==> config.mk <==
export PLATFORM = sky130hd
export DESIGN_NAME = scp_serial_port
export DESIGN_NICKNAME = d
export VERILOG_FILES = /design/src/shared/scp_pkg.sv /design/src/design/scp_serial_port.sv /design/src/design/scp_regfile.sv
export VERILOG_INCLUDE_DIRS = /design/src /design/src/shared
export SDC_FILE = /design/constraint.sdc
export NUM_CORES = 1
export LEC_CHECK = 0
export ABC_AREA = 1
export ABC_CLOCK_PERIOD_IN_PS = 1700
export BUFFER_PORTS_ARGS = -buffer_cell sky130_fd_sc_hd__buf_2
export CAP_MARGIN = 20
export CORE_UTILIZATION = 47
export DETAILED_ROUTE_END_ITERATION = 8
export PLACE_DENSITY = 0.68
export SETUP_SLACK_MARGIN = 0.2
export SYNTH_ARGS = -nofsm -noshare
export SYNTH_HDL_FRONTEND = slang
export SYNTH_HIERARCHICAL = 1
export SYNTH_SLANG_ARGS = --single-unit
==> constraint.sdc <==
create_clock -name REF_CLK -period 1.7 [get_ports REF_CLK]
set_input_delay 0.255 -clock REF_CLK [delete_from_list [all_inputs] [get_ports REF_CLK]]
set_output_delay 0.255 -clock REF_CLK [all_outputs]
set_load 0.03 [all_outputs]
==> src/shared/scp_defs.svh <==
`ifndef SCP_DEFS_SVH
`define SCP_DEFS_SVH

// =====================================================================
// Register map
`define SCP_OPT_ADDR         5'h00
`define SCP_OPT_RESET        8'h00
`define SCP_OPT_FOUR_WIRE    7
`define SCP_OPT_LSB_FIRST    6

// =====================================================================
// Header layout
`define SCP_HDR_RW           7
`define SCP_HDR_CNT_MSB      6
`define SCP_HDR_CNT_LSB      5
`define SCP_HDR_ADDR_MSB     4
`define SCP_HDR_ADDR_LSB     0

// =====================================================================
// Counting
`define SCP_BIT_FIRST        3'h0
`define SCP_BIT_LAST         3'h7
`define SCP_BIT_STEP         3'h1
`define SCP_CNT_ONE          2'h0
`define SCP_CNT_STEP         2'h1
`define SCP_ADDR_STEP        5'h01

`endif

==> src/shared/scp_pkg.sv <==
package scp_pkg;

  // =====================================================================
  // Transfer phases
  typedef enum logic [2:0] {
    SCP_IDLE,
    SCP_HEADER,
    SCP_WDATA,
    SCP_RDATA,
    SCP_DONE
  } scp_phase_t;

  // =====================================================================
  // Whole state of the serial port
  typedef struct packed {
    scp_phase_t  phase;
    logic [2:0]  sclk_sync;
    logic [2:0]  sen_sync;
    logic [2:0]  dat_sync;
    logic        sclk_flt;
    logic        sen_flt;
    logic        dat_flt;
    logic [7:0]  hdr;
    logic [7:0]  shreg;
    logic [2:0]  bitcnt;
    logic [1:0]  bytes_left;
    logic [4:0]  addr;
    logic        drive_on;
    logic        out_bit;
    logic        four_wire;
    logic        lsb_first;
    logic        wr_stb;
    logic [4:0]  wr_addr;
    logic [7:0]  wr_data;
  } scp_state_t;

  localparam scp_state_t SCP_STATE_RST = '{
    phase:    SCP_IDLE,
    sen_sync: 3'h7,
    sen_flt:  1'b1,
    default:  '0
  };

endpackage : scp_pkg

==> src/design/scp_serial_port.sv <==
// Overview of operation
// - Default form is three-wire: clock, low enable, one two-way data pin.
// - Enable high: both data pin and output pin are released.
// - Three-wire: separate output pin is never driven.
// - Four-wire bit set: read data on output pin, data pin input only.
// - Four-wire: output pin driven only while read bits shift out.
// - Eight-bit header first; its top bit set means read, clear write.
// - Next two header bits give byte count, one to four.
// - Low five header bits give the 32-location register address.
// - Data bits follow the last header bit with no gap.
// - Header bits sampled on rising serial clock after enable falls.
// - Bit-order control resets to zero, most significant bit first.
// - Bit-order control set: header and data taken LSB first.
// - MSB first: header names highest register, address decrements.
// - LSB first: header names lowest register, address increments.
// - Write bytes captured on eight successive rising serial clocks.
// - Bytes continue, address stepping, until header count is done.
// - Three-wire read drives data pin, changing on falling clocks.
// - Four-wire read uses output pin, same timing, data pin undriven.
`timescale 1ns/10ps
`default_nettype none

`include "scp_defs.svh"

module scp_serial_port
  import scp_pkg::*;
#(
  parameter int ADDR_W = 5,
  parameter int DATA_W = 8
) (
  input  wire logic              REF_CLK,
  input  wire logic              ARST_N,
  input  wire logic              SERIAL_CLK,
  input  wire logic              SERIAL_ENABLE_N,
  input  wire logic              SERIAL_DATA_I,
  output var  logic              SERIAL_DATA_O,
  output var  logic              SERIAL_DATA_OE,
  output var  logic              SERIAL_OUT_PIN_O,
  output var  logic              SERIAL_OUT_PIN_OE,
  output var  logic              FOUR_WIRE,
  output var  logic              LSB_FIRST,
  output var  logic              REG_WR_STROBE,
  output var  logic [ADDR_W-1:0] REG_WR_ADDR,
  output var  logic [DATA_W-1:0] REG_WR_DATA
);

  // =====================================================================
  // Bit order helpers
  function automatic logic [7:0] shift_in(
    input logic [7:0] cur,
    input logic       bit_in,
    input logic       lsb
  );
    if (lsb) begin
      return {bit_in, cur[7:1]};
    end
    return {cur[6:0], bit_in};
  endfunction : shift_in

  function automatic logic first_bit(
    input logic [7:0] src,
    input logic       lsb
  );
    return lsb ? src[0] : src[7];
  endfunction : first_bit

  function automatic logic [7:0] shift_out(
    input logic [7:0] src,
    input logic       lsb
  );
    if (lsb) begin
      return {1'b0, src[7:1]};
    end
    return {src[6:0], 1'b0};
  endfunction : shift_out

  function automatic logic [4:0] next_addr(
    input logic [4:0] cur,
    input logic       lsb
  );
    if (lsb) begin
      return cur + `SCP_ADDR_STEP;
    end
    return cur - `SCP_ADDR_STEP;
  endfunction : next_addr

  function automatic logic [7:0] opt_byte(
    input logic fw,
    input logic lsb
  );
    logic [7:0] b;
    b                     = `SCP_OPT_RESET;
    b[`SCP_OPT_FOUR_WIRE] = fw;
    b[`SCP_OPT_LSB_FIRST] = lsb;
    return b;
  endfunction : opt_byte

  function automatic logic [7:0] load_byte(
    input logic [4:0] addr,
    input logic [7:0] mem,
    input logic       fw,
    input logic       lsb
  );
    // Option bits live in flops, not in the memory
    if (addr == `SCP_OPT_ADDR) begin
      return opt_byte(fw, lsb);
    end
    return mem;
  endfunction : load_byte

  // =====================================================================
  // Pin filter and bit counting helpers
  function automatic logic filt_next(
    input logic [2:0] sync,
    input logic       cur
  );
    // Change accepted once stages two and three agree
    if (sync[1] == sync[2]) begin
      return sync[2];
    end
    return cur;
  endfunction : filt_next

  function automatic logic last_bit(
    input logic [2:0] cnt
  );
    return cnt == `SCP_BIT_LAST;
  endfunction : last_bit

  function automatic logic [2:0] bit_inc(
    input logic [2:0] cnt
  );
    return cnt + `SCP_BIT_STEP;
  endfunction : bit_inc

  // =====================================================================
  // State
  scp_state_t  st_r;
  scp_state_t  st_nxt;
  logic        sclk_rise;
  logic        sclk_fall;
  logic        sen_fall;
  logic        byte_done;
  logic [7:0]  hdr_new;
  logic [7:0]  byte_new;
  logic [7:0]  rd_src;
  logic [7:0]  mem_rdata;

  // =====================================================================
  // Register storage
  scp_regfile #(
    .AW (ADDR_W),
    .DW (DATA_W)
  ) u_regfile (
    .clk    (REF_CLK),
    .arst_n (ARST_N),
    .we     (st_r.wr_stb),
    .waddr  (st_r.wr_addr),
    .wdata  (st_r.wr_data),
    .raddr  (st_r.addr),
    .rdata  (mem_rdata)
  );

  // =====================================================================
  // Next state
  always_comb begin
    st_nxt        = st_r;
    hdr_new       = '0;
    byte_new      = '0;
    rd_src        = '0;
    byte_done     = 1'b0;
    st_nxt.wr_stb = 1'b0;

    // Three-stage sampling, change accepted when last two agree
    st_nxt.sclk_sync = {st_r.sclk_sync[1:0], SERIAL_CLK};
    st_nxt.sen_sync  = {st_r.sen_sync[1:0], SERIAL_ENABLE_N};
    st_nxt.dat_sync  = {st_r.dat_sync[1:0], SERIAL_DATA_I};
    st_nxt.sclk_flt  = filt_next(st_r.sclk_sync, st_r.sclk_flt);
    st_nxt.sen_flt   = filt_next(st_r.sen_sync, st_r.sen_flt);
    st_nxt.dat_flt   = filt_next(st_r.dat_sync, st_r.dat_flt);

    sclk_rise = st_nxt.sclk_flt & ~st_r.sclk_flt;
    sclk_fall = ~st_nxt.sclk_flt & st_r.sclk_flt;
    sen_fall  = ~st_nxt.sen_flt & st_r.sen_flt;

    if (st_nxt.sen_flt) begin
      // Enable high ends any transfer and releases the pins
      st_nxt.phase    = SCP_IDLE;
      st_nxt.drive_on = 1'b0;
    end else if (sen_fall) begin
      st_nxt.phase    = SCP_HEADER;
      st_nxt.bitcnt   = `SCP_BIT_FIRST;
      st_nxt.hdr      = '0;
      st_nxt.drive_on = 1'b0;
    end else begin
      case (st_r.phase)
        SCP_HEADER: begin
          if (sclk_rise) begin
            hdr_new       = shift_in(st_r.hdr, st_nxt.dat_flt,
                                     st_r.lsb_first);
            st_nxt.hdr    = hdr_new;
            st_nxt.bitcnt = bit_inc(st_r.bitcnt);
            if (last_bit(st_r.bitcnt)) begin
              // Count field holds bytes minus one
              st_nxt.bytes_left = hdr_new[`SCP_HDR_CNT_MSB:
                                          `SCP_HDR_CNT_LSB];
              st_nxt.addr       = hdr_new[`SCP_HDR_ADDR_MSB:
                                          `SCP_HDR_ADDR_LSB];
              st_nxt.bitcnt     = `SCP_BIT_FIRST;
              if (hdr_new[`SCP_HDR_RW]) begin
                st_nxt.phase = SCP_RDATA;
              end else begin
                st_nxt.phase = SCP_WDATA;
              end
            end
          end
        end

        SCP_WDATA: begin
          if (sclk_rise) begin
            byte_new      = shift_in(st_r.shreg, st_nxt.dat_flt,
                                     st_r.lsb_first);
            st_nxt.shreg  = byte_new;
            st_nxt.bitcnt = bit_inc(st_r.bitcnt);
            if (last_bit(st_r.bitcnt)) begin
              byte_done      = 1'b1;
              st_nxt.wr_stb  = 1'b1;
              st_nxt.wr_addr = st_r.addr;
              st_nxt.wr_data = byte_new;
              if (st_r.addr == `SCP_OPT_ADDR) begin
                st_nxt.four_wire = byte_new[`SCP_OPT_FOUR_WIRE];
                st_nxt.lsb_first = byte_new[`SCP_OPT_LSB_FIRST];
              end
            end
          end
        end

        SCP_RDATA: begin
          if (sclk_fall) begin
            // New byte at the first falling edge of each byte slot
            if (st_r.bitcnt == `SCP_BIT_FIRST) begin
              rd_src = load_byte(st_r.addr, mem_rdata, st_r.four_wire,
                                 st_r.lsb_first);
            end else begin
              rd_src = st_r.shreg;
            end
            st_nxt.out_bit  = first_bit(rd_src, st_r.lsb_first);
            st_nxt.shreg    = shift_out(rd_src, st_r.lsb_first);
            st_nxt.drive_on = 1'b1;
          end
          if (sclk_rise) begin
            st_nxt.bitcnt = bit_inc(st_r.bitcnt);
            if (last_bit(st_r.bitcnt)) begin
              byte_done = 1'b1;
            end
          end
        end

        SCP_DONE: begin
          st_nxt.drive_on = 1'b0;
        end

        default: begin
          st_nxt.phase    = SCP_IDLE;
          st_nxt.drive_on = 1'b0;
        end
      endcase

      // Step the address and count down bytes
      if (byte_done) begin
        st_nxt.addr = next_addr(st_r.addr, st_r.lsb_first);
        if (st_r.bytes_left == `SCP_CNT_ONE) begin
          st_nxt.phase    = SCP_DONE;
          st_nxt.drive_on = 1'b0;
        end else begin
          st_nxt.bytes_left = st_r.bytes_left - `SCP_CNT_STEP;
        end
      end
    end
  end

  // =====================================================================
  // State register
  always_ff @(posedge REF_CLK or negedge ARST_N) begin
    if (!ARST_N) begin
      st_r <= SCP_STATE_RST;
    end else begin
      st_r <= st_nxt;
    end
  end

  // =====================================================================
  // Pin drivers
  always_comb begin
    SERIAL_DATA_O     = st_r.out_bit;
    SERIAL_OUT_PIN_O  = st_r.out_bit;
    SERIAL_DATA_OE    = st_r.drive_on & ~st_r.sen_flt
                        & ~st_r.four_wire;
    SERIAL_OUT_PIN_OE = st_r.drive_on & ~st_r.sen_flt
                        & st_r.four_wire;
  end

  assign FOUR_WIRE     = st_r.four_wire;
  assign LSB_FIRST     = st_r.lsb_first;
  assign REG_WR_STROBE = st_r.wr_stb;
  assign REG_WR_ADDR   = st_r.wr_addr;
  assign REG_WR_DATA   = st_r.wr_data;

endmodule : scp_serial_port

`default_nettype wire

==> src/design/scp_regfile.sv <==
`timescale 1ns/10ps
`default_nettype none

module scp_regfile #(
  parameter int AW = 5,
  parameter int DW = 8
) (
  input  wire logic          clk,
  input  wire logic          arst_n,
  input  wire logic          we,
  input  wire logic [AW-1:0] waddr,
  input  wire logic [DW-1:0] wdata,
  input  wire logic [AW-1:0] raddr,
  output var  logic [DW-1:0] rdata
);

  // =====================================================================
  // Storage and registered read port
  typedef struct packed {
    logic [(2**AW)-1:0][DW-1:0] mem;
    logic [DW-1:0]              rdata;
  } scp_rf_state_t;

  scp_rf_state_t st_r;
  scp_rf_state_t st_nxt;

  always_comb begin
    st_nxt       = st_r;
    st_nxt.rdata = st_r.mem[raddr];
    if (we) begin
      st_nxt.mem[waddr] = wdata;
    end
  end

  always_ff @(posedge clk or negedge arst_n) begin
    if (!arst_n) begin
      st_r <= '0;
    end else begin
      st_r <= st_nxt;
    end
  end

  assign rdata = st_r.rdata;

endmodule : scp_regfile

`default_nettype wire

* After elaboration in Yosys (flattened, before gate mapping)
Index checks and enable logic that the tools add are counted.
** Operators by class
- Add/sub/neg operators :: 4
- Multiply operators :: 0
- Divide/modulo/power cells :: 0
- $lt $le $gt $ge :: 3
- Equality and inequality tests :: 13
- Shift-type cells :: 0
- Muxes and demuxes :: 92
- Bitwise logic cells :: 12
- Reduce and logical (&&, ||, !) cells :: 22
** Operators with widths (number)
- $bwmux 256 :: 1
- $mux 8 :: 24
- $mux 14 :: 5
- $bmux 8 s5 :: 1
- $demux 8 s5 :: 1
- $mux 1 :: 40
- $mux 3 :: 8
- $mux 10 :: 2
- $reduce_and 5->1 :: 4
- $pmux 8 s2 :: 1
- $lt 5x6->1 const B :: 2
- $reduce_bool 2->1 :: 6
- $mux 11 :: 1
- $mux 5 :: 2
- $ne 3x3->1 const B :: 3
- $pmux 3 s3 :: 1
- $mux 7 :: 1
- $and 1x1->1 :: 6
- $eq 3x2->1 const B :: 2
- $eq 3x3->1 const B :: 2
- $not 1->1 :: 6
- $pmux 3 s2 :: 1
- $reduce_and 6->1 :: 1
- $add 5x1->5 const B :: 1
- 19 further kinds :: 24
** Word-level totals
- Flip-flop bits (word level) :: 323
- Bits in latches :: 0
- Bits in writable memories :: 0
- Memory bits (read-only) :: 0
- Input port bits :: 5
- Output and inout port bits :: 20
- Logic and storage cells :: 198
- Memories :: 0

* Longest topological paths before layout
Gate-level depths: netlist of the first run.
- Word-level depth :: 22
- Depth in mapped cells :: 11
- Depth with buffers taken out :: 10

* Cells and area by module
Netlist of the first run, hierarchy kept.
** By module, submodules not included
- scp_regfile :: instances 1, cells each 1512, area each 12042.8 um^2, sequential area each 6606.3 um^2
- scp_serial_port :: instances 1, cells each 422, area each 3221.8 um^2, sequential area each 1481.4 um^2

* Worst setup path before layout of the first run
Ideal clock, no wire load.
- Path type :: register to register
- From :: register st_r, in the netlist LSB_FIRST
- To :: register st_r[22] (netlist name)
- Library setup time :: 0.117 ns
- Data arrival time :: 1.800 ns
- Required time :: 1.583 ns
- Slack :: -0.217 ns
- Cell stages (with the launch flop) :: 9
- Buffers on the path :: 0
- Period minus slack after synthesis :: 1.917 ns
- Path through :: dfrtp_1 -> clkinv_1 -> fa_1 -> nand2_1 -> a21oi_1 -> o21bai_1 -> nand3_1 -> nand3_1 -> nand2_1
** RTL lines
- start: declaration :: RTL line scp_serial_port.sv:138 : scp_state_t st_r;
- start signal: assignment :: RTL line scp_serial_port.sv:288 : st_r <= st_nxt;

==> results.md, run 1 <==
* Routed wire length at 47,980 um
* Max incr delay on CP at 530 ps
* Hpwl dp at 26,460 um
* TritonCTS clock tree: built
* CP top delay family: simple AND/OR/NAND/NOR gates
* DRT Pass-1 Iters at 5
* Core ar. at 31,720 um^2
* Slew @ Worst Pin at 512.9 ps
* WL met2 at 22,580 um
* Reg-to-Reg Start: st_r[18]$_DFFE_PN0P_
* Ys flop type: dfrtp_1
* Outcome: complete, but fails checks
* First-pass GRT wire length at 68,600 um
* Synth-to-layout area growth at 31.58%
* Clock Path Buffers at 3
* TritonCTS Sinks at 323
* Die width at 182.2 um
* Die height at 182.2 um
* Peak Freq at 0.5571 GHz
* Seq/Total Area, Yosys at 52.98%
* Critical Path, Cell by Cell: inv_6 > buf_12 > nand2_1 > nand3_1 > nand3_1 > nand2_1 > nand2_1 > nand2_1 > nand2_1 > nand2_1
* Failing checks: negative setup slack
* Async S/R FF share, synth at 100.0%
* Post-route antenna net violation count at 0
* Final Non-Filler Cells at 2,465
* Reg2Reg Setup Slack at -100 ps
* Leakage power at 0.009030 uW
* RSZ-0062 raised after global routing: true
* RePlAce Congestion at 0.9583
* Skew final at 8.565 ps
* Post-synth EDFFs at 0
* R2r worst-path depth at 10
* Setup crit start kind: flop
* Area of the multi-input gates at 7567 um^2
* Crit-path slowest cell: dfrtp_4
* #FFs+latches synth at 323
* Worst-path fanout max at 28
* Wire length on met3 at 3724 um
* Synth Cell Area at 15,260 um^2
* Hold WC Path Type: input port to async pin
* Yosys cell types at 35
* PwrDens at 816.4 nW/um^2
* Most used cell, CP: nand2_1
* I/O pin count at 25
* Fill cell count at 2,570
* Root buffer cell: clkbuf_16
* Worst EP required at 2160 ps
* Cells after Synth at 1,934
* Worst Setup End Kind: flop
* Top Metal Used: met4
* Final Hold Violating Endpoints at 0
* Via count at 14,180
* Overall power at 16,400 uW
* Slew Viols, Final at 0
* Port Buf Inserts at 24
* Worst-case vdd ir drop at 734.9 uV
* CTS buffer count at 37
* Final worst setup slack at -95.16 ps
* Later-pin clock latency in the skew report at 530 ps
* Rows at 65
* # DRC at 0
* Slew HR at 65.81%
* Total track usage at 26.14%
* Clk slew on worst S/H paths at 60 ps
* Post-Place Cells at 2,310
* CP bufs+invs at 2
* Synthesized area per cell at 7.893 um^2
* ANT cells at 0
* Min Clock Period, post-route at 1795 ps
* Register area at 8100 um^2
* Number of global-route vias before repair at 12,660
* Global route overflow at 0
* Yosys warnings at 6
* Initial DRC Count at 1,675
* Largest net degree at the start of global routing at 63
* Average wire per standard cell at 19.46 um
* Die footprint at 33,200 um^2
* Design Area, Final at 20,090 um^2
* Initial Utilization at 48.13%
* Total Nets Final at 2,049
* Max cap viols at 0
* Syn nets at 1,947
* Post-layout util at 63.33%
* H-Tree Depth at 2
* Pre-CTS setup slack at -143.2 ps
* Initial antenna violation count at 0
* Layout cell share with drive strength beyond 1 at 26.08%
* WP data arrival at 2260 ps
* M1 wire length at 19,700 um
* Final worst-path cycle share at 105.6%
* DR vias/cell at 5.751
* Post-DP Area at 16,320 um^2
* Final setup viols at 4
* Reg-to-reg endpoint: u_regfile/rdata[5]$_DFF_PN0_
* Critical setup path kind: flop to flop
[sequential cells by signal, summed over array words and instances, names as in the netlist]
signal and flops:
REG_WR_STROBE 1, u_regfile/rdata 8, REG_WR_DATA 8, st_r 36
SERIAL_DATA_O 1, u_regfile/st_r 256, FOUR_WIRE 1, st_nxt 6
LSB_FIRST 1, REG_WR_ADDR 5
[metrics by stage]
step	setup TNS (ps)	hold slack (ps)
2_1_floorplan	0	-40.59
3_3_place_gp	-16.47	193.7
3_5_place_dp	-2726	189.4
4_1_cts	0	235.9
5_1_grt	-1106	258.8
6_report	-157.4	221.2
[worst reg2reg max path: stages (launching register included)]
cell and delay [ps]:
dfrtp_4 530, inv_6 200, buf_12 220, nand2_1 80
nand3_1 90, nand3_1 150, nand2_1 140, nand2_1 100
nand2_1 90, nand2_1 60, nand2_1 70
[power breakdown]
group	internal, uW	switching (uW)
Sequential	7740	39.9
Combinational	230	455
Clock	4690	3240
[area by class of cell]
cell class                      instances  area share [%]
Sequential cell                       323           40.33
Multi-Input combinational cell       1409           37.68
Timing Repair Buffer                  191           11.90
Clock buffer                           55           5.345
Tap cell                              402           2.504
Inverter                               74           1.576
Clock inverter                         11          0.6665
[kinds of logic after synthesis]
group / Yosys count / synth area share [%]
AOI/OAI and AO/OA: 318 / 10.52
xor gates and xnor gates: 1 / 0.05739
and+or+nand+nor: 1074 / 29.49
buffers and inverters: 210 / 6.238
adders and majority gates: 8 / 0.7049
DFF: 323 / 52.98
[worst max path at each step]
stage                                          start                              end  slack, ps  depth (start not counted)
after global routing            st_r[18]$_DFFE_PN0P_     u_regfile/rdata[5]$_DFF_PN0_       -140                         10
after CTS                       st_r[18]$_DFFE_PN0P_             st_r[22]$_DFFE_PN0P_          7                          8
after floorplan                LSB_FIRST$_DFFE_PN0P_             st_r[22]$_DFFE_PN0P_        130                          8
final                           st_r[18]$_DFFE_PN0P_     u_regfile/rdata[5]$_DFF_PN0_       -100                         10
after detailed placement  REG_WR_ADDR[4]$_DFFE_PN0P_  u_regfile/st_r[259]$_DFFE_PN0P_       -140                          5
after global placement    REG_WR_ADDR[4]$_DFFE_PN0P_  u_regfile/st_r[251]$_DFFE_PN0P_        -20                          5
[Yosys cell counts (14+ instances only)]
library cell	instances	area [um^2]
inv_1	65	244.0
a21oi_1	57	285.3
nor2_1	76	285.3
buf_4	22	165.2
dfrtp_1	319	7983
buf_1	14	52.55
o21ai_0	242	1211
clkbuf_1	70	262.8
buf_2	23	115.1
nand3_1	228	1141
nand2_1	731	2744
o21ai_1	14	70.07
[what timing repair did]
| item | 4_1_cts | 5_1_grt |
|---|---|---|
| buffers inserted | 13 | 46 |
| gates resized for setup | 69 | 423 |
| hold buffers | 4 | 0 |
| setup endpoints to repair | 236 | 294 |
| pin swaps | 4 | 62 |
| endpoints found under the hold margin | 80 | 0 |
| gates cloned | 2 | 24 |
[metal layers]
layer / vias up / track usage, %
met5: - / 0
met4: 0 / 8.571
met3: 138 / 3.652
met2: 663 / 42.25
met1: 6887 / 36.39
li1: 6487 / -
[layout by cell type (no fill, tap or decap), drive strengths merged, types with 3 or more instances in the layout]
master	Yosys	routed
o21ai	258	258
nor2	90	90
nor3	13	13
inv	73	71
a21oi	57	57
clkbuf	70	69
dfstp	4	4
nand2	735	742
ha	7	7
dlygate4sd3	0	4
dfrtp	319	319
nand3	229	230
buf	66	173
clkinv	1	8
or2	3	3
clkinvlp	0	4
Note: power is estimated with default switching activity, not from simulation.
==> run 2, diff against run 1 <==
--- a/config.mk
+++ b/config.mk
@@ -16,5 +16,4 @@
 export SETUP_SLACK_MARGIN = 0.2
 export SYNTH_ARGS = -nofsm -noshare
 export SYNTH_HDL_FRONTEND = slang
-export SYNTH_HIERARCHICAL = 1
 export SYNTH_SLANG_ARGS = --single-unit
==> run 2 against run 1 <==
The flow still finishes with violations (negative setup slack); setup slack better by 50 ps; synthesized cell count down 1.0%; sequential power up 0.8%; die area down 1.3%; critical path depth down 1; cell area up 6.7%; global-route usage up 2.1 points; utilization up 4.6 points; area after synthesis down 1.3%; clock power down 4.2%; critical path type unchanged; largest power group is now sequential cells.
==> results.md, run 2 <==
* Root buffer cell: clkbuf_16
* Main combinational cell family by area after synthesis: simple AND/OR/NAND/NOR gates
* Failing checks: negative setup slack
* I/O pin count at 25 (unchanged)
* Commonest non-fill, non-tap cells in the layout: nand2_1, dfrtp_1, nand2_2
* H-Tree Depth at 2 (unchanged)
* Average wire per standard cell at 21.55 um (+11%)
* Later-pin clock latency in the skew report at 530 ps (about the same)
* # DRC at 0 (unchanged)
* Worst-case vdd ir drop at 853.7 uV (+16%)
* Cells after Synth at 1,914 (-1.0%)
* Rows at 65 (unchanged)
* Most frequent cell after synthesis: nand2_1
* RePlAce Congestion at 0.9003 (-6.1%)
* Grt peak-use layer: met2
* Top cells by area, synth: dfrtp_1, nand2_1, nand3_1
* Post-synthesis cell type with the largest combined area: dfrtp_1
* Hold slack final at 221.0 ps (-0.2230 ps)
* Total Nets Final at 2,065 (+0.78%)
* Crit-path slowest cell: dfrtp_2
* Syn nets at 1,927 (-1.0%)
* CTS buffer count at 36 (-2.7%)
* Seq/Total Area, Yosys at 53.69% (+0.71 points)
* Initial antenna violation count at 0 (unchanged)
* R2r worst-path depth at 9 (-1)
* Synth Area in Adders at 0.7143% (+0.0094 points)
* Initial Utilization at 47.74% (-0.39 points)
* First-pass GRT wire length at 72,930 um (+6.3%)
* Post-route antenna net violation count at 0 (unchanged)
* Critical setup path kind: flop to flop
* Via count at 14,850 (+4.8%)
* Core ar. at 31,560 um^2 (-0.51%)
* PwrDens at 836.3 nW/um^2 (+2.4%)
* RSZ-0062 raised after global routing: true
* Slew Viols, Final at 0 (unchanged)
* Max cap viols at 0 (unchanged)
* Worst-path fanout max at 8 (-71%)
* Min Clock Period, post-route at 1746 ps (-49.51 ps)
* #FFs+latches synth at 323 (unchanged)
* Synth-to-layout area growth at 42.30%
* Number of global-route vias before repair at 13,160 (+3.9%)
* Clock Path Buffers at 3 (unchanged)
* Synth Cell Area at 15,060 um^2 (-1.3%)
* Worst Setup End Kind: flop
* Setup crit start kind: flop
* Fill cell count at 2,252 (-12%)
* Post-synthesis mux area share at 0% (unchanged)
* Synth top area share at 52.99% (+0.70 points)
* Leakage power at 0.009419 uW (+4.3%)
* Hold WC Path Type: input port to async pin
* Area of the multi-input gates at 8481 um^2 (+12%)
* Initial DRC Count at 1,636 (-2.3%)
* Worst EP required at 2130 ps (-30 ps)
* TritonCTS Sinks at 323 (unchanged)
* Peak Freq at 0.5729 GHz (+2.8%)
* Ys flop type: dfrtp_1
* Post-synth EDFFs at 0 (unchanged)
* Global routing usage on met3 at 4.737% (+1.1 points)
* Pre-CTS setup slack at -294.3 ps (-151.1 ps)
* Synthesized area per cell at 7.870 um^2 (-0.29%)
* CP top delay family: buffers and inverters
* Skew final at 25.21 ps (+16.65 ps)
* Post-layout util at 67.93% (+4.6 points)
* Clk slew on worst S/H paths at 60 ps (about the same)
* Async S/R FF share, synth at 100.0% (unchanged)
* Leading registers by flop count: u_regfile.st_r (256), st_r (36)
* Port Buf Inserts at 24 (unchanged)
* Max reg flops at 256 (unchanged)
* Synth Area in Compound Gates at 10.90% (+0.37 points)
* Worst path depth at 9 (-1)
* GR Layer Usage met1 at 39.42% (+3.0 points)
* Hpwl dp at 25,000 um (-5.5%)
* TritonCTS clock tree: built
* Slew HR at 60.83% (-5.0 points)
* Synth top cells by count: nand2_1, dfrtp_1, nand3_1
* Largest net degree at the start of global routing at 81 (+29%)
* ANT cells at 0 (unchanged)
* Slew @ Worst Pin at 581.4 ps (+68.48 ps)
* Critical Path, Cell by Cell: inv_4 > nor2_4 > inv_2 > buf_6 > nor4_4 > buf_4 > buf_12 > nor2_4 > a21oi_2
* Routed wire length at 53,410 um (+11%)
* Total track usage at 28.22% (+2.1 points)
* DR vias/cell at 5.994 (+4.2%)
* Outcome: complete, but fails checks
* Max incr delay on CP at 450 ps (-80 ps)
* Yosys cell types at 31 (-11%)
* WP data arrival at 2180 ps (-80 ps)
* CP bufs+invs at 5 (+3)
* DRT Pass-1 Iters at 6 (+1)
* Commonest non-fill, non-tap cell in the layout: nand2_1
* Layout cell share with drive strength beyond 1 at 36.90% (+11 points)
* Die width at 181.0 um (-0.65%)
* Global route overflow at 0 (unchanged)
* Register area at 8102 um^2 (about the same)
* GR Layer Usage met2 at 44.46% (+2.2 points)
* Reg with most FFs: u_regfile.st_r
* Final Hold Violating Endpoints at 0 (unchanged)
* Die footprint at 32,770 um^2 (-1.3%)
* Yosys warnings at 0 (-6)
* Die height at 181.0 um (-0.65%)
* Synth Area in XOR/XNOR at 0.1163% (+0.059 points)
* Most used cell, CP: nor2_4
* Final worst-path cycle share at 102.7% (-2.9 points)
* Final worst setup slack at -45.64 ps (+49.51 ps)
* Simple logic cell fraction of the synthesized area at 28.95% (-0.54 points)
* Final setup viols at 15 (+11)
==> run 2: timing repair <==
action	in CTS	in global routing
gates cloned	16	20
gates resized for setup	308	502
setup endpoints to repair	253	301
endpoints found under the hold margin	77	0
pin swaps	68	141
buffers inserted	34	47
hold buffers	4	0
==> run 2: cell families after synthesis <==
family,Yosys count
XOR/XNOR,2
AO/OA/AOI/OAI,325
adder cells (fa/ha/maj),8
AND/OR/NAND/NOR,1054
flip-flops,323
buffers and inverters,202
==> run 2: per-stage QoR <==
step                total power, uW  cell area (um^2)  TNS, ps  instances
floorplan                      8604             15180        0       1914
global placement               9180             16120    -2391       2295
detailed placement             9199             16120    -2184       2295
CTS                           17520             19030   -55.06       2411
global route                  18420             21440    -1578       2478
finish                        17930             21440   -361.6       2478
==> run 2: worst reg2reg max path: cells and delay by family, from the launching register on <==
family,cells,cell delay [ps]
flops,1,450
buf+inv,5,650
compound gates,1,110
simple gates,3,440
==> run 2: final timing paths <==
| kind | startpoint | to | slack, ps |
|---|---|---|---|
| setup / recovery | REG_WR_ADDR[1]$_DFFE_PN0P_ | u_regfile.st_r[128]$_DFFE_PN0P_ | -50 |
| hold / removal | ARST_N | u_regfile.st_r[220]$_DFFE_PN0P_ | 220 |
| setup reg to reg | REG_WR_ADDR[1]$_DFFE_PN0P_ | u_regfile.st_r[128]$_DFFE_PN0P_ | -50 |
| hold reg to reg | st_nxt[51]$_DFF_PN1_ | st_nxt[52]$_DFF_PN1_ | 360 |
| max in group asynchronous | ARST_N | u_regfile.st_r[197]$_DFFE_PN0P_ | 690 |
| min in group REF_CLK | st_nxt[51]$_DFF_PN1_ | st_nxt[52]$_DFF_PN1_ | 360 |
==> run 2: final cells by class <==
type	instances	area share, %
clock buffers	54	4.851
well taps	402	2.346
repair inverters	1	0.05253
repair buffers	230	13.70
flip-flops and latches	323	37.79
multi-input cells	1394	39.56
clock inverters	8	0.3152
inverters	66	1.378
==> run 2: power breakdown <==
part	internal [uW]	switching (uW)
registers	7760	79.1
clock network	4370	3230
logic	1090	1400
total	13200	4700
==> run 2: layer usage <==
metal / wire (um) / vias up
met5: 0 / -
met4: 2204 / 0
met3: 4752 / 184
met2: 25530 / 862
met1: 20920 / 7278
li1: - / 6530
==> run 3, diff against run 2 <==
--- a/config.mk
+++ b/config.mk
@@ -7,13 +7,15 @@
 export NUM_CORES = 1
 export LEC_CHECK = 0
 export ABC_AREA = 1
-export ABC_CLOCK_PERIOD_IN_PS = 1700
+export ABC_CLOCK_PERIOD_IN_PS = 2000
 export BUFFER_PORTS_ARGS = -buffer_cell sky130_fd_sc_hd__buf_2
 export CAP_MARGIN = 20
 export CORE_UTILIZATION = 47
 export DETAILED_ROUTE_END_ITERATION = 8
-export PLACE_DENSITY = 0.68
+export GPL_ROUTABILITY_DRIVEN = 0
+export PLACE_DENSITY = 0.65
 export SETUP_SLACK_MARGIN = 0.2
+export SLEW_MARGIN = 0
 export SYNTH_ARGS = -nofsm -noshare
 export SYNTH_HDL_FRONTEND = slang
 export SYNTH_SLANG_ARGS = --single-unit
==> constraint.sdc (replaced) <==
create_clock -name REF_CLK -period 2 [get_ports REF_CLK]
set_input_delay 0.3 -clock REF_CLK [delete_from_list [all_inputs] [get_ports REF_CLK]]
set_output_delay 0.3 -clock REF_CLK [all_outputs]
set_load 0.03 [all_outputs]
==> run 3 against run 2 <==
The run now ends clean; routed wire length decreased by 21%; power fell by 19%; via count is 12% lower; combinational power fell by 44%; sequential power shrank 15%; clock skew fell by 7.7 ps; hold slack improved by 100 ps; clock power down 14%; critical path type unchanged; critical endpoint is now u_regfile.st_r[234]$_DFFE_PN0P_; highest routed layer unchanged.
==> results.md, run 3 (synthesis gave the netlist of run 2 again) <==
* Clk slew on worst S/H paths at 60 ps (about the same)
* Sw frac at 24.69% (-1.6 points)
* Post-DP Area at 15,780 um^2 (-2.1%)
* # DRC at 0 (unchanged)
* Initial DRC Count at 1,474 (-9.9%)
* Psw at 3606 uW (-23%)
* Post-route antenna net violation count at 0 (unchanged)
* Die height at 181.0 um (unchanged)
* Comb power frac at 9.6% (-4.3 points)
* Synth-to-layout area growth at 16.27%
* Worst Setup End Kind: flop
* Clock power frac at 45.0% (+2.6 points)
* Slew Viols, Final at 0 (unchanged)
* Initial Utilization at 47.74% (unchanged)
* Root buffer cell: clkbuf_16
* H-Tree Depth at 2 (unchanged)
* Max cap viols at 0 (unchanged)
* Outcome: finished clean
* Worst-case vdd ir drop at 665.6 uV (-22%)
* Max reg flops at 256 (unchanged)
* Via count at 13,110 (-12%)
* Pre-CTS setup slack at -117.7 ps (+176.6 ps)
* Leading registers by flop count: u_regfile.st_r (256), st_r (36)
* Average wire per standard cell at 17.93 um (-17%)
* Peak Freq at 0.5404 GHz (-5.7%)
* Die footprint at 32,770 um^2 (unchanged)
* Hpwl dp at 25,190 um (+0.76%)
* Overall power at 14,600 uW (-19%)
* Slew @ Worst Pin at 557.6 ps (-23.74 ps)
* Reg with most FFs: u_regfile.st_r
* WP data arrival at 2220 ps (+40 ps)
* Final worst setup slack at 149.5 ps (+195.1 ps)
* Routed wire length at 42,340 um (-21%)
* Critical setup path kind: flop to flop
* R2r worst-path depth at 5 (-4)
* Worst EP required at 2370 ps (+240 ps)
* Rows at 65 (unchanged)
* Commonest non-fill, non-tap cell in the layout: nand2_1
* Power Internal at 11,000 uW (-17%)
* Commonest non-fill, non-tap cells in the layout: nand2_1, dfrtp_1, nand3_1
* Total Nets Final at 1,946 (-5.8%)
* Worst-path fanout max at 16 (+8)
* Reg-to-Reg Start: REG_WR_ADDR[2]$_DFFE_PN0P_
* Skew final at 17.46 ps (-7.746 ps)
* Final Hold Violating Endpoints at 0 (unchanged)
* Design Area, Final at 17,510 um^2 (-18%)
* Reg-to-reg endpoint: u_regfile.st_r[234]$_DFFE_PN0P_
* Hold WC Path Type: input port to async pin
* Clock Path Buffers at 3 (unchanged)
* Slew HR at 62.74% (+1.9 points)
* Number of global-route vias before repair at 12,230 (-7.1%)
* Leakage power at 0.007992 uW (-15%)
* RSZ-0062 raised after global routing: true
* Total track usage at 25.66% (-2.6 points)
* Largest net degree at the start of global routing at 64 (-21%)
* CTS buffer count at 36 (unchanged)
* Global route overflow at 0 (unchanged)
* Die width at 181.0 um (unchanged)
* Worst Setup SP: REG_WR_ADDR[2]$_DFFE_PN0P_
* Final worst-path cycle share at 92.53% (-10 points)
* DRT Pass-1 Iters at 6 (unchanged)
* ANT cells at 0 (unchanged)
* Sequential Power Share at 45.5% (+1.8 points)
* Setup crit start kind: flop
* CP Capture Point: u_regfile.st_r[234]$_DFFE_PN0P_
* Min Clock Period, post-route at 1851 ps (+104.9 ps)
* Later-pin clock latency in the skew report at 520 ps (about the same)
* Core ar. at 31,560 um^2 (unchanged)
* DR vias/cell at 5.553 (-7.4%)
* Final setup viols at 0 (-15)
* TritonCTS Sinks at 323 (unchanged)
* First-pass GRT wire length at 66,900 um (-8.3%)
* Initial antenna violation count at 0 (unchanged)
* Layout cell share with drive strength beyond 1 at 12.10% (-25 points)
* TritonCTS clock tree: built
* Port Buf Inserts at 24 (unchanged)
* Fill cell count at 2,943 (+31%)
* PwrDens at 833.9 nW/um^2 (-0.29%)
* I/O pin count at 25 (unchanged)
* Reg2Reg Setup Slack at 150 ps (+200 ps)
run 3: cell type report:
class | count | area [um^2] | share of cell area (%)
sequential | 323 | 8094 | 46.21
multi-input combinational | 1389 | 6270 | 35.80
timing repair buffer | 116 | 1211 | 6.915
clock buffer | 51 | 1049 | 5.987
tap | 402 | 503.0 | 2.872
inverter | 66 | 261.5 | 1.493
clock inverter | 13 | 118.9 | 0.6787
timing repair inverter | 1 | 7.507 | 0.04286
run 3: critical path: stages, from the launching register on:
cell	delay, ps
dfrtp_1	530
inv_2	170
nor3_2	350
nand2_1	410
nand2_1	160
o21ai_1	80
run 3: worst min-delay path by stage:
stage                                                 end  slack (ps)  cells past startpoint
final                     u_regfile.st_r[210]$_DFFE_PN0P_         320                      2
after global routing      u_regfile.st_r[225]$_DFFE_PN0P_         370                      2
after CTS                 u_regfile.st_r[210]$_DFFE_PN0P_         350                      2
after detailed placement  u_regfile.st_r[218]$_DFFE_PN0P_         290                      1
after global placement    u_regfile.st_r[226]$_DFFE_PN0P_         290                      1
after floorplan                     FOUR_WIRE$_DFFE_PN0P_           4                      0
run 3: through the flow:
stage | cells | TNS, ps | util (%) | hold WS (ps)
after floorplan | 1914 | 0 | - | 4.409
after global placement | 2270 | -96.72 | 50.00 | 287.1
after detailed placement | 2270 | -483.2 | 50.00 | 290.1
after CTS | 2338 | 0 | 53.89 | 350.1
after global routing | 2361 | 0 | 55.50 | 371.3
final | 2361 | 0 | 55.50 | 321.4
run 3: power groups by stage:
stage	Sequential, uW	Combinational, uW	Clock, uW
after floorplan	6750	551	0
after global placement	6770	1000	0
after detailed placement	6770	1010	0
after CTS	6650	1030	6680
after global routing	6640	1500	6950
final	6640	1400	6570
run 3: timing repair:
action	in CTS	in global routing
endpoints found under the setup margin	47	167
gates cloned	0	9
endpoints found under the hold margin	55	0
pin swaps	0	4
gates resized for setup	7	53
setup buffers	0	14
hold buffers	4	0
run 3: layer usage:
| metal | vias up | track usage (%) | routed length [um] |
|---|---|---|---|
| met5 | - | 0 | 0 |
| met4 | 0 | 8.102 | 1119 |
| met3 | 82 | 3.951 | 2631 |
| met2 | 406 | 39.80 | 19130 |
| met1 | 6374 | 37.04 | 19460 |
| li1 | 6248 | - | - |
